## src/design/bxt_pkg.sv

```systemverilog
/*
  Package for the board connectivity test block: pin counts of the two
  parity chains, the packed state record and its reset value, and the
  carrier for the monitor chain pins.
  Assumes one clock and a synchronous, active-high system reset.
*/
package bxt_pkg;

  ////////////////////////////////////////////////////////////////////////
  // Peripheral section chain sizes
  localparam int SIO_PIN_TOTAL = 100;
  localparam int SIO_PIN_EXCLUDED = 13;
  localparam int SIO_CHAIN_W = SIO_PIN_TOTAL - SIO_PIN_EXCLUDED;
  localparam int SIO_ENTRY_W = 2;
  localparam int SIO_OTHER_W = SIO_CHAIN_W - SIO_ENTRY_W;

  ////////////////////////////////////////////////////////////////////////
  // Monitor section chain sizes
  localparam int MON_VID_W = 5;
  localparam int MON_SMBUS_W = 2;
  localparam int MON_CHAIN_W = MON_VID_W + MON_SMBUS_W;

  ////////////////////////////////////////////////////////////////////////
  // Level that the monitor strap must show to enter its chain mode
  localparam logic MON_STRAP_ENTER = 1'b1;

  ////////////////////////////////////////////////////////////////////////
  // Whole state of the block
  typedef struct packed {
    logic sio_mode;
    logic host_rst_n_prev;
    logic mon_mode;
    logic mon_cap_pend;
  } bxt_state_t;

  // Previous host reset starts high so power-up is no false edge
  localparam bxt_state_t BXT_STATE_RST = '{
    sio_mode: 1'b0,
    host_rst_n_prev: 1'b1,
    mon_mode: 1'b0,
    mon_cap_pend: 1'b1
  };

  ////////////////////////////////////////////////////////////////////////
  // Monitor chain pins, highest voltage-code bit first
  typedef struct packed {
    logic [MON_VID_W-1:0] processor_voltage_code;
    logic smbus_clk;
    logic smbus_data;
  } bxt_mon_pins_t;

endpackage

```

## src/design/bxt_top.sv

```systemverilog
/*
  Board connectivity test logic with two independent parity chains: one
  over the peripheral section pins, output on the first serial transmit
  pin, one over the monitor section pins, output on the shared
  address/reset/alert pin.
  Assumes all pin levels arrive synchronous to clk, that sys_rst is the
  main supply power-on reset, and that hw_mon_pwr_rst marks a power-up of
  the monitor section.
*/
module bxt_top #(
  parameter int SIO_OTHER_W = bxt_pkg::SIO_OTHER_W
) (
  // Clock and main power-on reset
  input logic clk,
  input logic sys_rst,
  // Host bus pins used for entry
  input logic host_rst_n,
  input logic host_frame_n,
  input logic host_ad0,
  input logic host_ad0_oe_n_norm,
  output logic host_ad0_oe_n,
  // Remaining peripheral signal pins
  input logic [SIO_OTHER_W-1:0] sio_pin_in,
  input logic [SIO_OTHER_W-1:0] sio_pin_oe_n_norm,
  output logic [SIO_OTHER_W-1:0] sio_pin_oe_n,
  // First serial port transmit pin
  input logic uart1_tx_norm,
  output logic serial_port_one_transmit,
  // Monitor section power-up and strap
  input logic hw_mon_pwr_rst,
  input logic mon_test_strap,
  // Monitor chain pins
  input bxt_pkg::bxt_mon_pins_t mon_pins,
  input logic mon_smbus_data_oe_n_norm,
  output logic mon_smbus_data_oe_n,
  // Shared address select / reset / over-limit alert pin
  input logic mon_shared_out_norm,
  input logic mon_shared_oe_n_norm,
  output logic mon_shared_out,
  output logic mon_shared_oe_n,
  // Mode indications
  output logic sio_test_active,
  output logic mon_test_active
);

  ////////////////////////////////////////////////////////////////////////
  // Elaboration checks
  if (SIO_OTHER_W < 1)
  begin : g_bad_width
    $error("SIO_OTHER_W must be at least one");
  end

  ////////////////////////////////////////////////////////////////////////
  // Chain functions

  // Even parity: all low reads low, any single change toggles
  function automatic logic sio_chain(
    input logic [SIO_OTHER_W-1:0] pins,
    input logic frame_n,
    input logic ad0
  );
    return ^{pins, frame_n, ad0};
  endfunction

  // Inverted parity: all low reads high
  function automatic logic mon_chain(
    input bxt_pkg::bxt_mon_pins_t pins
  );
    return ~^pins;
  endfunction

  ////////////////////////////////////////////////////////////////////////
  // State

  bxt_pkg::bxt_state_t st_q;
  bxt_pkg::bxt_state_t st_d;
  logic host_rise;
  logic sio_entry_low;
  logic sio_chain_val;
  logic mon_chain_val;

  // Host reset excluded from the parity on purpose
  assign sio_chain_val = sio_chain(sio_pin_in, host_frame_n,
                                   host_ad0);
  assign mon_chain_val = mon_chain(mon_pins);

  assign host_rise = host_rst_n & ~st_q.host_rst_n_prev;
  assign sio_entry_low = ~host_frame_n & ~host_ad0;

  always_comb
  begin
    st_d = st_q;
    st_d.host_rst_n_prev = host_rst_n;
    // Flag only moves on the reset rising edge
    if (host_rise)
    begin
      st_d.sio_mode = sio_entry_low;
    end
    // Monitor strap caught on the first cycle after its power-up
    if (hw_mon_pwr_rst)
    begin
      st_d.mon_mode = 1'b0;
      st_d.mon_cap_pend = 1'b1;
    end
    else if (st_q.mon_cap_pend)
    begin
      st_d.mon_mode = (mon_test_strap == bxt_pkg::MON_STRAP_ENTER);
      st_d.mon_cap_pend = 1'b0;
    end
  end

  always_ff @(posedge clk)
  begin
    if (sys_rst)
    begin
      st_q <= bxt_pkg::BXT_STATE_RST;
    end
    else
    begin
      st_q <= st_d;
    end
  end

  ////////////////////////////////////////////////////////////////////////
  // Peripheral pins
  // Outputs are muxed, not registered: the chain must follow pin levels
  // without waiting for a clock edge.

  always_comb
  begin
    if (st_q.sio_mode)
    begin
      serial_port_one_transmit = sio_chain_val;
      host_ad0_oe_n = 1'b1;
    end
    else
    begin
      serial_port_one_transmit = uart1_tx_norm;
      host_ad0_oe_n = host_ad0_oe_n_norm;
    end
  end

  for (genvar i = 0; i < SIO_OTHER_W; i++)
  begin : g_sio_release
    assign sio_pin_oe_n[i] = st_q.sio_mode | sio_pin_oe_n_norm[i];
  end

  ////////////////////////////////////////////////////////////////////////
  // Monitor pins, driven only from the monitor flag

  always_comb
  begin
    if (st_q.mon_mode)
    begin
      mon_shared_out = mon_chain_val;
      mon_shared_oe_n = 1'b0;
      mon_smbus_data_oe_n = 1'b1;
    end
    else
    begin
      mon_shared_out = mon_shared_out_norm;
      mon_shared_oe_n = mon_shared_oe_n_norm;
      mon_smbus_data_oe_n = mon_smbus_data_oe_n_norm;
    end
  end

  assign sio_test_active = st_q.sio_mode;
  assign mon_test_active = st_q.mon_mode;

  ////////////////////////////////////////////////////////////////////////
  // Checks on entry and exit of the peripheral chain

  AST_SIO_ENTER: assert property (
    @(posedge clk) disable iff (sys_rst)
    host_rise && !host_frame_n && !host_ad0 |=> sio_test_active
  ) else $error("peripheral chain not entered on reset rise");

  AST_SIO_EXIT: assert property (
    @(posedge clk) disable iff (sys_rst)
    host_rise && (host_frame_n || host_ad0) |=> !sio_test_active
  ) else $error("peripheral chain not left on reset rise");

  AST_SIO_POR: assert property (
    @(posedge clk)
    sys_rst |=> !sio_test_active && !mon_test_active
  ) else $error("power-on reset left a test mode set");

  AST_SIO_HOLD: assert property (
    @(posedge clk) disable iff (sys_rst)
    !host_rise |=> sio_test_active == $past(sio_test_active)
  ) else $error("peripheral flag moved without reset rise");

  AST_SIO_LOW_HOLD: assert property (
    @(posedge clk) disable iff (sys_rst)
    !host_rst_n ##1 !host_rst_n |-> $stable(sio_test_active)
  ) else $error("peripheral flag moved while host reset low");

  ////////////////////////////////////////////////////////////////////////
  // Checks on the peripheral chain output

  AST_SIO_CHAIN: assert property (
    @(posedge clk) disable iff (sys_rst)
    sio_test_active |-> serial_port_one_transmit ==
      ^{sio_pin_in, host_frame_n, host_ad0}
  ) else $error("transmit pin does not carry peripheral chain");

  AST_SIO_TOGGLE: assert property (
    @(posedge clk) disable iff (sys_rst)
    sio_test_active && $past(sio_test_active) &&
    $countones({sio_pin_in, host_frame_n, host_ad0} ^
      $past({sio_pin_in, host_frame_n, host_ad0})) == 1
    |-> serial_port_one_transmit != $past(serial_port_one_transmit)
  ) else $error("single input change did not toggle transmit");

  AST_SIO_ZERO: assert property (
    @(posedge clk) disable iff (sys_rst)
    sio_test_active && sio_pin_in == '0 && !host_frame_n && !host_ad0
    |-> !serial_port_one_transmit
  ) else $error("all-low peripheral inputs did not give low");

  AST_SIO_NORMAL: assert property (
    @(posedge clk) disable iff (sys_rst)
    !sio_test_active |-> serial_port_one_transmit == uart1_tx_norm
  ) else $error("transmit pin not normal outside test mode");

  AST_SIO_RELEASE: assert property (
    @(posedge clk) disable iff (sys_rst)
    sio_test_active |-> &sio_pin_oe_n && host_ad0_oe_n
  ) else $error("peripheral pin still driven in test mode");

  ////////////////////////////////////////////////////////////////////////
  // Checks on the monitor chain

  AST_MON_STRAP: assert property (
    @(posedge clk) disable iff (sys_rst)
    $fell(hw_mon_pwr_rst) |=> mon_test_active == $past(mon_test_strap)
  ) else $error("monitor strap not taken at power-up");

  AST_MON_HOLD: assert property (
    @(posedge clk) disable iff (sys_rst)
    mon_test_active && !hw_mon_pwr_rst [*2] |-> mon_test_active
  ) else $error("monitor mode left without power-down");

  AST_MON_OFF: assert property (
    @(posedge clk) disable iff (sys_rst)
    hw_mon_pwr_rst |=> !mon_test_active
  ) else $error("monitor mode held through power-down");

  AST_MON_CHAIN: assert property (
    @(posedge clk) disable iff (sys_rst)
    mon_test_active |-> !mon_shared_oe_n && mon_smbus_data_oe_n &&
      mon_shared_out == ~^mon_pins
  ) else $error("shared pin does not carry monitor chain");

  AST_MON_ZERO: assert property (
    @(posedge clk) disable iff (sys_rst)
    mon_test_active && mon_pins == '0 |-> mon_shared_out
  ) else $error("all-low monitor inputs did not give high");

  AST_MON_SEPARATE: assert property (
    @(posedge clk) disable iff (sys_rst)
    !hw_mon_pwr_rst && !st_q.mon_cap_pend && host_rise
    |=> $stable(mon_test_active)
  ) else $error("host reset edge disturbed monitor mode");

  AST_MON_NORMAL: assert property (
    @(posedge clk) disable iff (sys_rst)
    !mon_test_active |-> mon_shared_out == mon_shared_out_norm &&
      mon_shared_oe_n == mon_shared_oe_n_norm
  ) else $error("shared pin not normal outside test mode");

endmodule // bxt_top

```

## config.mk

```make
export PLATFORM = sky130hd
export DESIGN_NAME = bxt_top
export DESIGN_NICKNAME = d
export VERILOG_FILES = /design/src/design/bxt_pkg.sv /design/src/design/bxt_top.sv
export SDC_FILE = /design/constraint.sdc
export NUM_CORES = 1
export LEC_CHECK = 0
export ABC_CLOCK_PERIOD_IN_PS = 2100
export BUFFER_PORTS_ARGS = -buffer_cell sky130_fd_sc_hd__buf_2
export CORE_AREA = 2 2 108 110
export CTS_CLUSTER_DIAMETER = 200
export DETAILED_ROUTE_END_ITERATION = 10
export DIE_AREA = 0 0 110 112
export SETUP_SLACK_MARGIN = 0.02
export SLEW_MARGIN = 20
export SYNTH_ARGS = -nofsm -noshare
export SYNTH_HDL_FRONTEND = slang
export SYNTH_SLANG_ARGS = --single-unit
export TNS_END_PERCENT = 10
```

## constraint.sdc

```tcl
create_clock -name clk -period 2.1 [get_ports clk]
set_input_delay 0.315 -clock clk [delete_from_list [all_inputs] [get_ports clk]]
set_output_delay 0.315 -clock clk [all_outputs]
set_load 0.005 [all_outputs]
```

==> metrics.md, run 1 <==
| Metric | Value |
|---|---|
| Run status | `complete, but fails checks` |
| Failing checks | `setup timing` |
| Worst hold path class | `input pin to register` |
| # placed instances | `622` |
| Final Skew | `0.0000473 ns` |
| Maximum operating frequency | `between 400 and 500 MHz` |
| Ys Warns | `0` |
| Post-CTS setup buffers | `0` |
| Setup slack at placement | `-0.299 ns` |
| Delay of the slowest critical-path stage | `0.40 ns` |
| P_leak | `between 1.5 and 2 nW` |
| Global route overflow | `0` |
| Ratio of cells with drive above 1 in the final layout | `78.8%` |
| Slew HR | `84.6%` |
| Via density | `between 3 and 4` |
| Max Slew Vio Count | `0` |
| Num CTS Buffers | `3` |
| Seq/Total Area, Yosys | `approximately 5.2%` |
| Vias | `2203` |
| Critical path type | `input pin to primary output` |
| CTS root buf | `clkbuf_16` |
| CP dominant cell by count | `xnor2_1` |
| Clock Sinks | `4` |
| Max_cap viols | `0` |
| DP HPWL | `5550 um` |
| DRC viols | `0` |
| Period utilization | `113%` |
| DIE HEIGHT | `around 110 um` |
| Crit path DAT | `2.06 ns` |
| Starting density of the core | `13.9%` |
| First-pass GRT wire length | `8550 um` |
| Critical-path top delay cell | `xnor3_1` |
| Setup crit end kind | `primary output` |
| Most common cell after layout, fill and taps aside | `buf_2` |
| GPL Wtd Cong | `0.728` |
| Diode count | `0` |
| CP required | `about 1.8 ns` |
| Yosys cell types | `12` |
| Mapped cell area | `about 1600 um2` |
| CP bufs+invs | `3` |
| Net count, final | `674` |
| Net Count, Synth | `395` |
| Clock Tree Buf Depth | `2` |
| Largest net degree at the start of global routing | `81` |
| H-tree levels | `1` |
| Setup TNS Final | `-0.276 ns` |
| Synthesized instance count | `205` |
| Most frequent cells in the layout | `buf_2, or2_2, xnor2_1` |
| Die area | `12300 um2` |
| # port buffers | `between 200 and 300` |
| Post-Syn Area per Cell | `7.56 um2` |
| CTS tree | `done` |
| Synth-to-Final Area Change | `109%` |
| ANT nets after route | `0` |
| Synth Register Bits | `4` |
| Top Ports | `281` |
| Total GRT Usage | `8.57%` |
| Final instance area | `approximately 3200 um2` |
| Placed Area | `between 3000 and 4000 um2` |
| Final count of hold timing violations | `0` |
| Critical path launch point type | `input pin` |
| Worst Tran Pin Value | `0.231 ns` |
| Clk Latency, worst-skew pair | `0.22 ns` |
| Die Width | `110 um` |
| Avg WL per Cell | `9.70 um` |
| Initial antenna violation count | `0` |
| Total Power | `1.50 mW` |
| End-of-flow core utilization | `28.9%` |
| Drt pass-1 iters | `4` |
| Final WL | `between 6000 and 7000 um` |
| Max Fanout on Critical Path | `1` |
| Minimum clock period | `2.38 ns` |
| CP Cell Sequence | `buf_2 > xor2_1 > xnor2_1 > xnor2_1 > xnor2_1 > xnor2_1 > buf_4 > xnor3_1 > a21oi_2 > buf_2` |
| FP Rows | `39` |
| CORE AREA | `11200 um2` |
| Worst-path clk slew | `0.03 ns` |
| Setup violations, final | `1` |
| Final non-filler cell total | `625` |
| Worst vdd ir | `0.000391 V` |
| Final WS setup | `-0.276 ns` |
| Pwr per Cell Area | `465 nW/um2` |
| Family with the most delay on the worst path | `XOR/XNOR gates` |
| Hold_ws | `about 0.28 ns` |
| Via count of the first global-routing pass | `roughly 1.9k` |
| RSZ-0062 raised after global routing | `yes` |
| Fillers | `~1.2k` |
| Hold_buf cts | `0` |
| Initial detailed-routing violation count | `74` |
==> flip-flops by register name, indices dropped and copies added (netlist names) <==
register         flops
sio_test_active      1
mon_test_active      1
st_q                 2
==> final timing paths <==
path,startpoint,endpoint,slack [ns],cells after the start
setup / recovery,sio_pin_in[52],serial_port_one_transmit,-0.28,10
hold / removal,sys_rst,sio_test_active,0.28,2
setup reg to reg,st_q[2],sio_test_active,1.32,3
hold reg to reg,st_q[0],mon_test_active,0.50,2
==> synthesized netlist by cell type <==
cell type	instances	share of area, %
a21oi_1	2	0.65
clkbuf_1	9	2.2
dfxtp_1	4	5.2
ha_1	1	0.81
inv_1	2	0.48
mux2i_1	2	1.3
nor2_1	4	0.97
nor2b_1	2	0.81
or2_2	89	36
xnor2_1	76	43
xnor3_1	1	1.5
xor2_1	13	7.3
==> cell type report <==
cell class | instances | area [um2] | area share [%]
clock buffer | 3 | 75.1 | 2.32
inverter | 2 | 7.51 | 0.232
multi-input combinational | 190 | 1460 | 45.0
sequential | 4 | 81.3 | 2.51
tap | 143 | 179 | 5.53
timing repair buffer | 283 | 1440 | 44.4
==> what timing repair did <==
action / CTS / global route
cloned: 0 / 0
setup endpoints to repair: 1 / 1
resized for setup: 3 / 0
pin swaps: 5 / 1
==> per-layer routing <==
| layer | vias up | part of all wire (%) | routed length [um] | global-route usage (%) |
|---|---|---|---|---|
| met5 | - | 0 | 0 | 0 |
| met4 | 0 | 0.40 | 24 | 1.52 |
| met3 | 2 | 13 | 761 | 1.29 |
| met2 | 155 | 52 | 3170 | 16.9 |
| met1 | 883 | 35 | 2110 | 9.50 |
| li1 | 1163 | - | - | - |
==> power breakdown <==
part | leakage (nW) | internal [mW] | switching [mW]
logic | 1.74 | 0.721 | 0.408
clock network | 0.0370 | 0.243 | 0.0491
registers | 0.0335 | 0.0799 | 0.00305
total | 1.81 | 1.04 | 0.460
==> cell families after synthesis <==
kind of cell | share of synthesized area (%)
AND/OR/NAND/NOR | 37.7
AO/OA/AOI/OAI | 0.646
multiplexers | 1.29
XOR/XNOR | 51.7
flip-flops | 5.17
buffers and inverters | 2.66
adder cells (fa/ha/maj) | 0.807
(Power assumes the default switching activity.)
==> inputs of run 2 (changes only) <==
--- a/config.mk
+++ b/config.mk
@@ -11,6 +11,7 @@
 export CTS_CLUSTER_DIAMETER = 200
 export DETAILED_ROUTE_END_ITERATION = 10
 export DIE_AREA = 0 0 110 112
+export PLACE_DENSITY = 0.48
 export SETUP_SLACK_MARGIN = 0.02
 export SLEW_MARGIN = 20
 export SYNTH_ARGS = -nofsm -noshare
==> run 2 against run 1 <==
The flow still finishes with violations (setup timing). Wire length increased by 4.9%. Final area rose by 0.39%. Global-route usage increased by 0.62 points. Clock skew about the same. Setup slack better by 0.12 ns. Critical endpoint unchanged.
==> metrics.md, run 2 (same netlist as run 1, synthesis figures left out) <==
| Metric | Value |
|---|---|
| Run status | `complete, but fails checks` |
| Failing checks | `setup timing` |
| Post-CTS setup buffers | `0` |
| Most common cell after layout, fill and taps aside | `buf_2` |
| CP Cell Sequence | `buf_2 > xnor2_1 > xnor2_1 > xnor2_1 > xnor2_1 > xnor2_1 > xnor3_1 > a21oi_2 > buf_2` |
| RSZ-0062 raised after global routing | `yes` |
| ANT nets after route | `0` |
| Starting density of the core | `13.9%` |
| CTS root buf | `clkbuf_16` |
| Initial antenna violation count | `0` |
| Largest net degree at the start of global routing | `71` |
| Critical path type | `input pin to primary output` |
| Period utilization | `107%` |
| Clock Tree Buf Depth | `2` |
| Worst hold path class | `input pin to register` |
| Worst vdd ir | `0.000372 V` |
| Crit path DAT | `1.94 ns` |
| P_leak | `1.81 nW` |
| CTS tree | `done` |
| Largest register by flop count | `st_q` |
| Hold_buf cts | `0` |
| Avg WL per Cell | `10.2 um` |
| Final count of hold timing violations | `0` |
| Max reg flops | `2` |
| Final WL | `6360 um` |
| Via count of the first global-routing pass | `~2.2k` |
| DRC viols | `0` |
| CORE AREA | `between 10000 and 15000 um2` |
| Pwr per Cell Area | `437 nW/um2` |
| DP HPWL | `just under 6000 um` |
| Synth-to-Final Area Change | `109%` |
| End-of-flow core utilization | `29.1%` |
| Minimum clock period | `2.25 ns` |
| Maximum operating frequency | `444 MHz` |
| Most frequent cells in the layout | `buf_2, or2_2, xnor2_1` |
| Die area | `12300 um2` |
| First-pass GRT wire length | `9250 um` |
| Final WS setup | `-0.154 ns` |
| Slew HR | `72.8%` |
| Top Ports | `281` |
| FP Rows | `39` |
| Vias | `2280` |
| Initial detailed-routing violation count | `32` |
| Ratio of cells with drive above 1 in the final layout | `79.4%` |
| Worst Tran Pin Value | `0.408 ns` |
| Delay of the slowest critical-path stage | `0.43 ns` |
| Worst-path clk slew | `0.03 ns` |
| CP bufs+invs | `2` |
| H-tree levels | `1` |
| CP required | `1.78 ns` |
| CP dominant cell by count | `xnor2_1` |
| Via density | `3.66` |
| Net count, final | `672` |
| Max Slew Vio Count | `0` |
| Clock Sinks | `4` |
| # port buffers | `280` |
| Final instance area | `approximately 3200 um2` |
| Placed Area | `3120 um2` |
| Final Skew | `0.0000494 ns` |
| Setup crit end kind | `primary output` |
| GPL Wtd Cong | `0.720` |
| Num CTS Buffers | `3` |
| Clk Latency, worst-skew pair | `0.22 ns` |
| Drt pass-1 iters | `4` |
| Hold_ws | `0.280 ns` |
| Max Fanout on Critical Path | `1` |
| Family with the most delay on the worst path | `XOR/XNOR gates` |
| Global route overflow | `0` |
| Setup violations, final | `1` |
| Total GRT Usage | `9.20%` |
| Diode count | `0` |
| DIE HEIGHT | `112 um` |
| Max_cap viols | `0` |
| Die Width | `110 um` |
| Critical path launch point type | `input pin` |
| Critical-path top delay cell | `xnor3_1` |
run 2: cell count changes in the layout (fill, tap and decap cells not counted), moves of 2 or more:
| cell | previous run | this run |
|---|---|---|
| inv_1 | 2 | 0 |
| buf_6 | 0 | 2 |
| buf_2 | 280 | 278 |
| buf_4 | 2 | 0 |
run 2: area by class of cell:
type / instances / area, um2
Inverter: 2 / 10.0
Multi-Input combinational cell: 190 / 1470
Tap cell: 143 / 179
Sequential cell: 4 / 81.3
Clock buffer: 3 / 75.1
Timing Repair Buffer: 281 / 1430
Fill cell: 1228 / 7930
run 2: stage by stage:
step                      std cells  power, mW  worst slack, ns  setup TNS [ns]
final                           623       1.42           -0.154          -0.154
after global routing            623       1.56           -0.323          -0.323
after CTS                       623       1.45           -0.220          -0.220
after detailed placement        620       1.14           -0.286          -0.286
after global placement          620       1.14           -0.296          -0.296
after floorplan                 205      0.785           0.0316               0
run 2: worst register-to-register path: stages, from the launching register on:
cell and delay [ns]:
dfxtp_2 0.57, mux2i_1 0.13, nor2_1 0.09
run 2: what timing repair did:
item	in CTS	in global routing
endpoints found under the setup margin	1	1
resized for setup	7	2
endpoints found under the hold margin	0	0
pin swaps	7	3
run 2: path summary, 6_finish.rpt:
check | slack (ns) | depth (start not counted) | startpoint | end
max reg2reg | 1.24 | 2 | sio_test_active | sio_test_active
max | -0.15 | 9 | sio_pin_in[54] | serial_port_one_transmit
min | 0.28 | 2 | sys_rst | sio_test_active
min reg2reg | 0.49 | 2 | st_q[0] | mon_test_active
run 2: layer usage:
layer | vias up | global-route usage (%) | routed length [um]
li1 | 1160 | - | -
met1 | 964 | 8.53 | 2070
met2 | 152 | 20.3 | 3560
met3 | 4 | 0.995 | 689
met4 | 0 | 1.52 | 36
met5 | - | 0 | 0
run 2: power by group:
group / internal [mW] / switching (mW)
combinational: 0.664 / 0.382
sequential: 0.0799 / 0.00431
clock: 0.243 / 0.0469
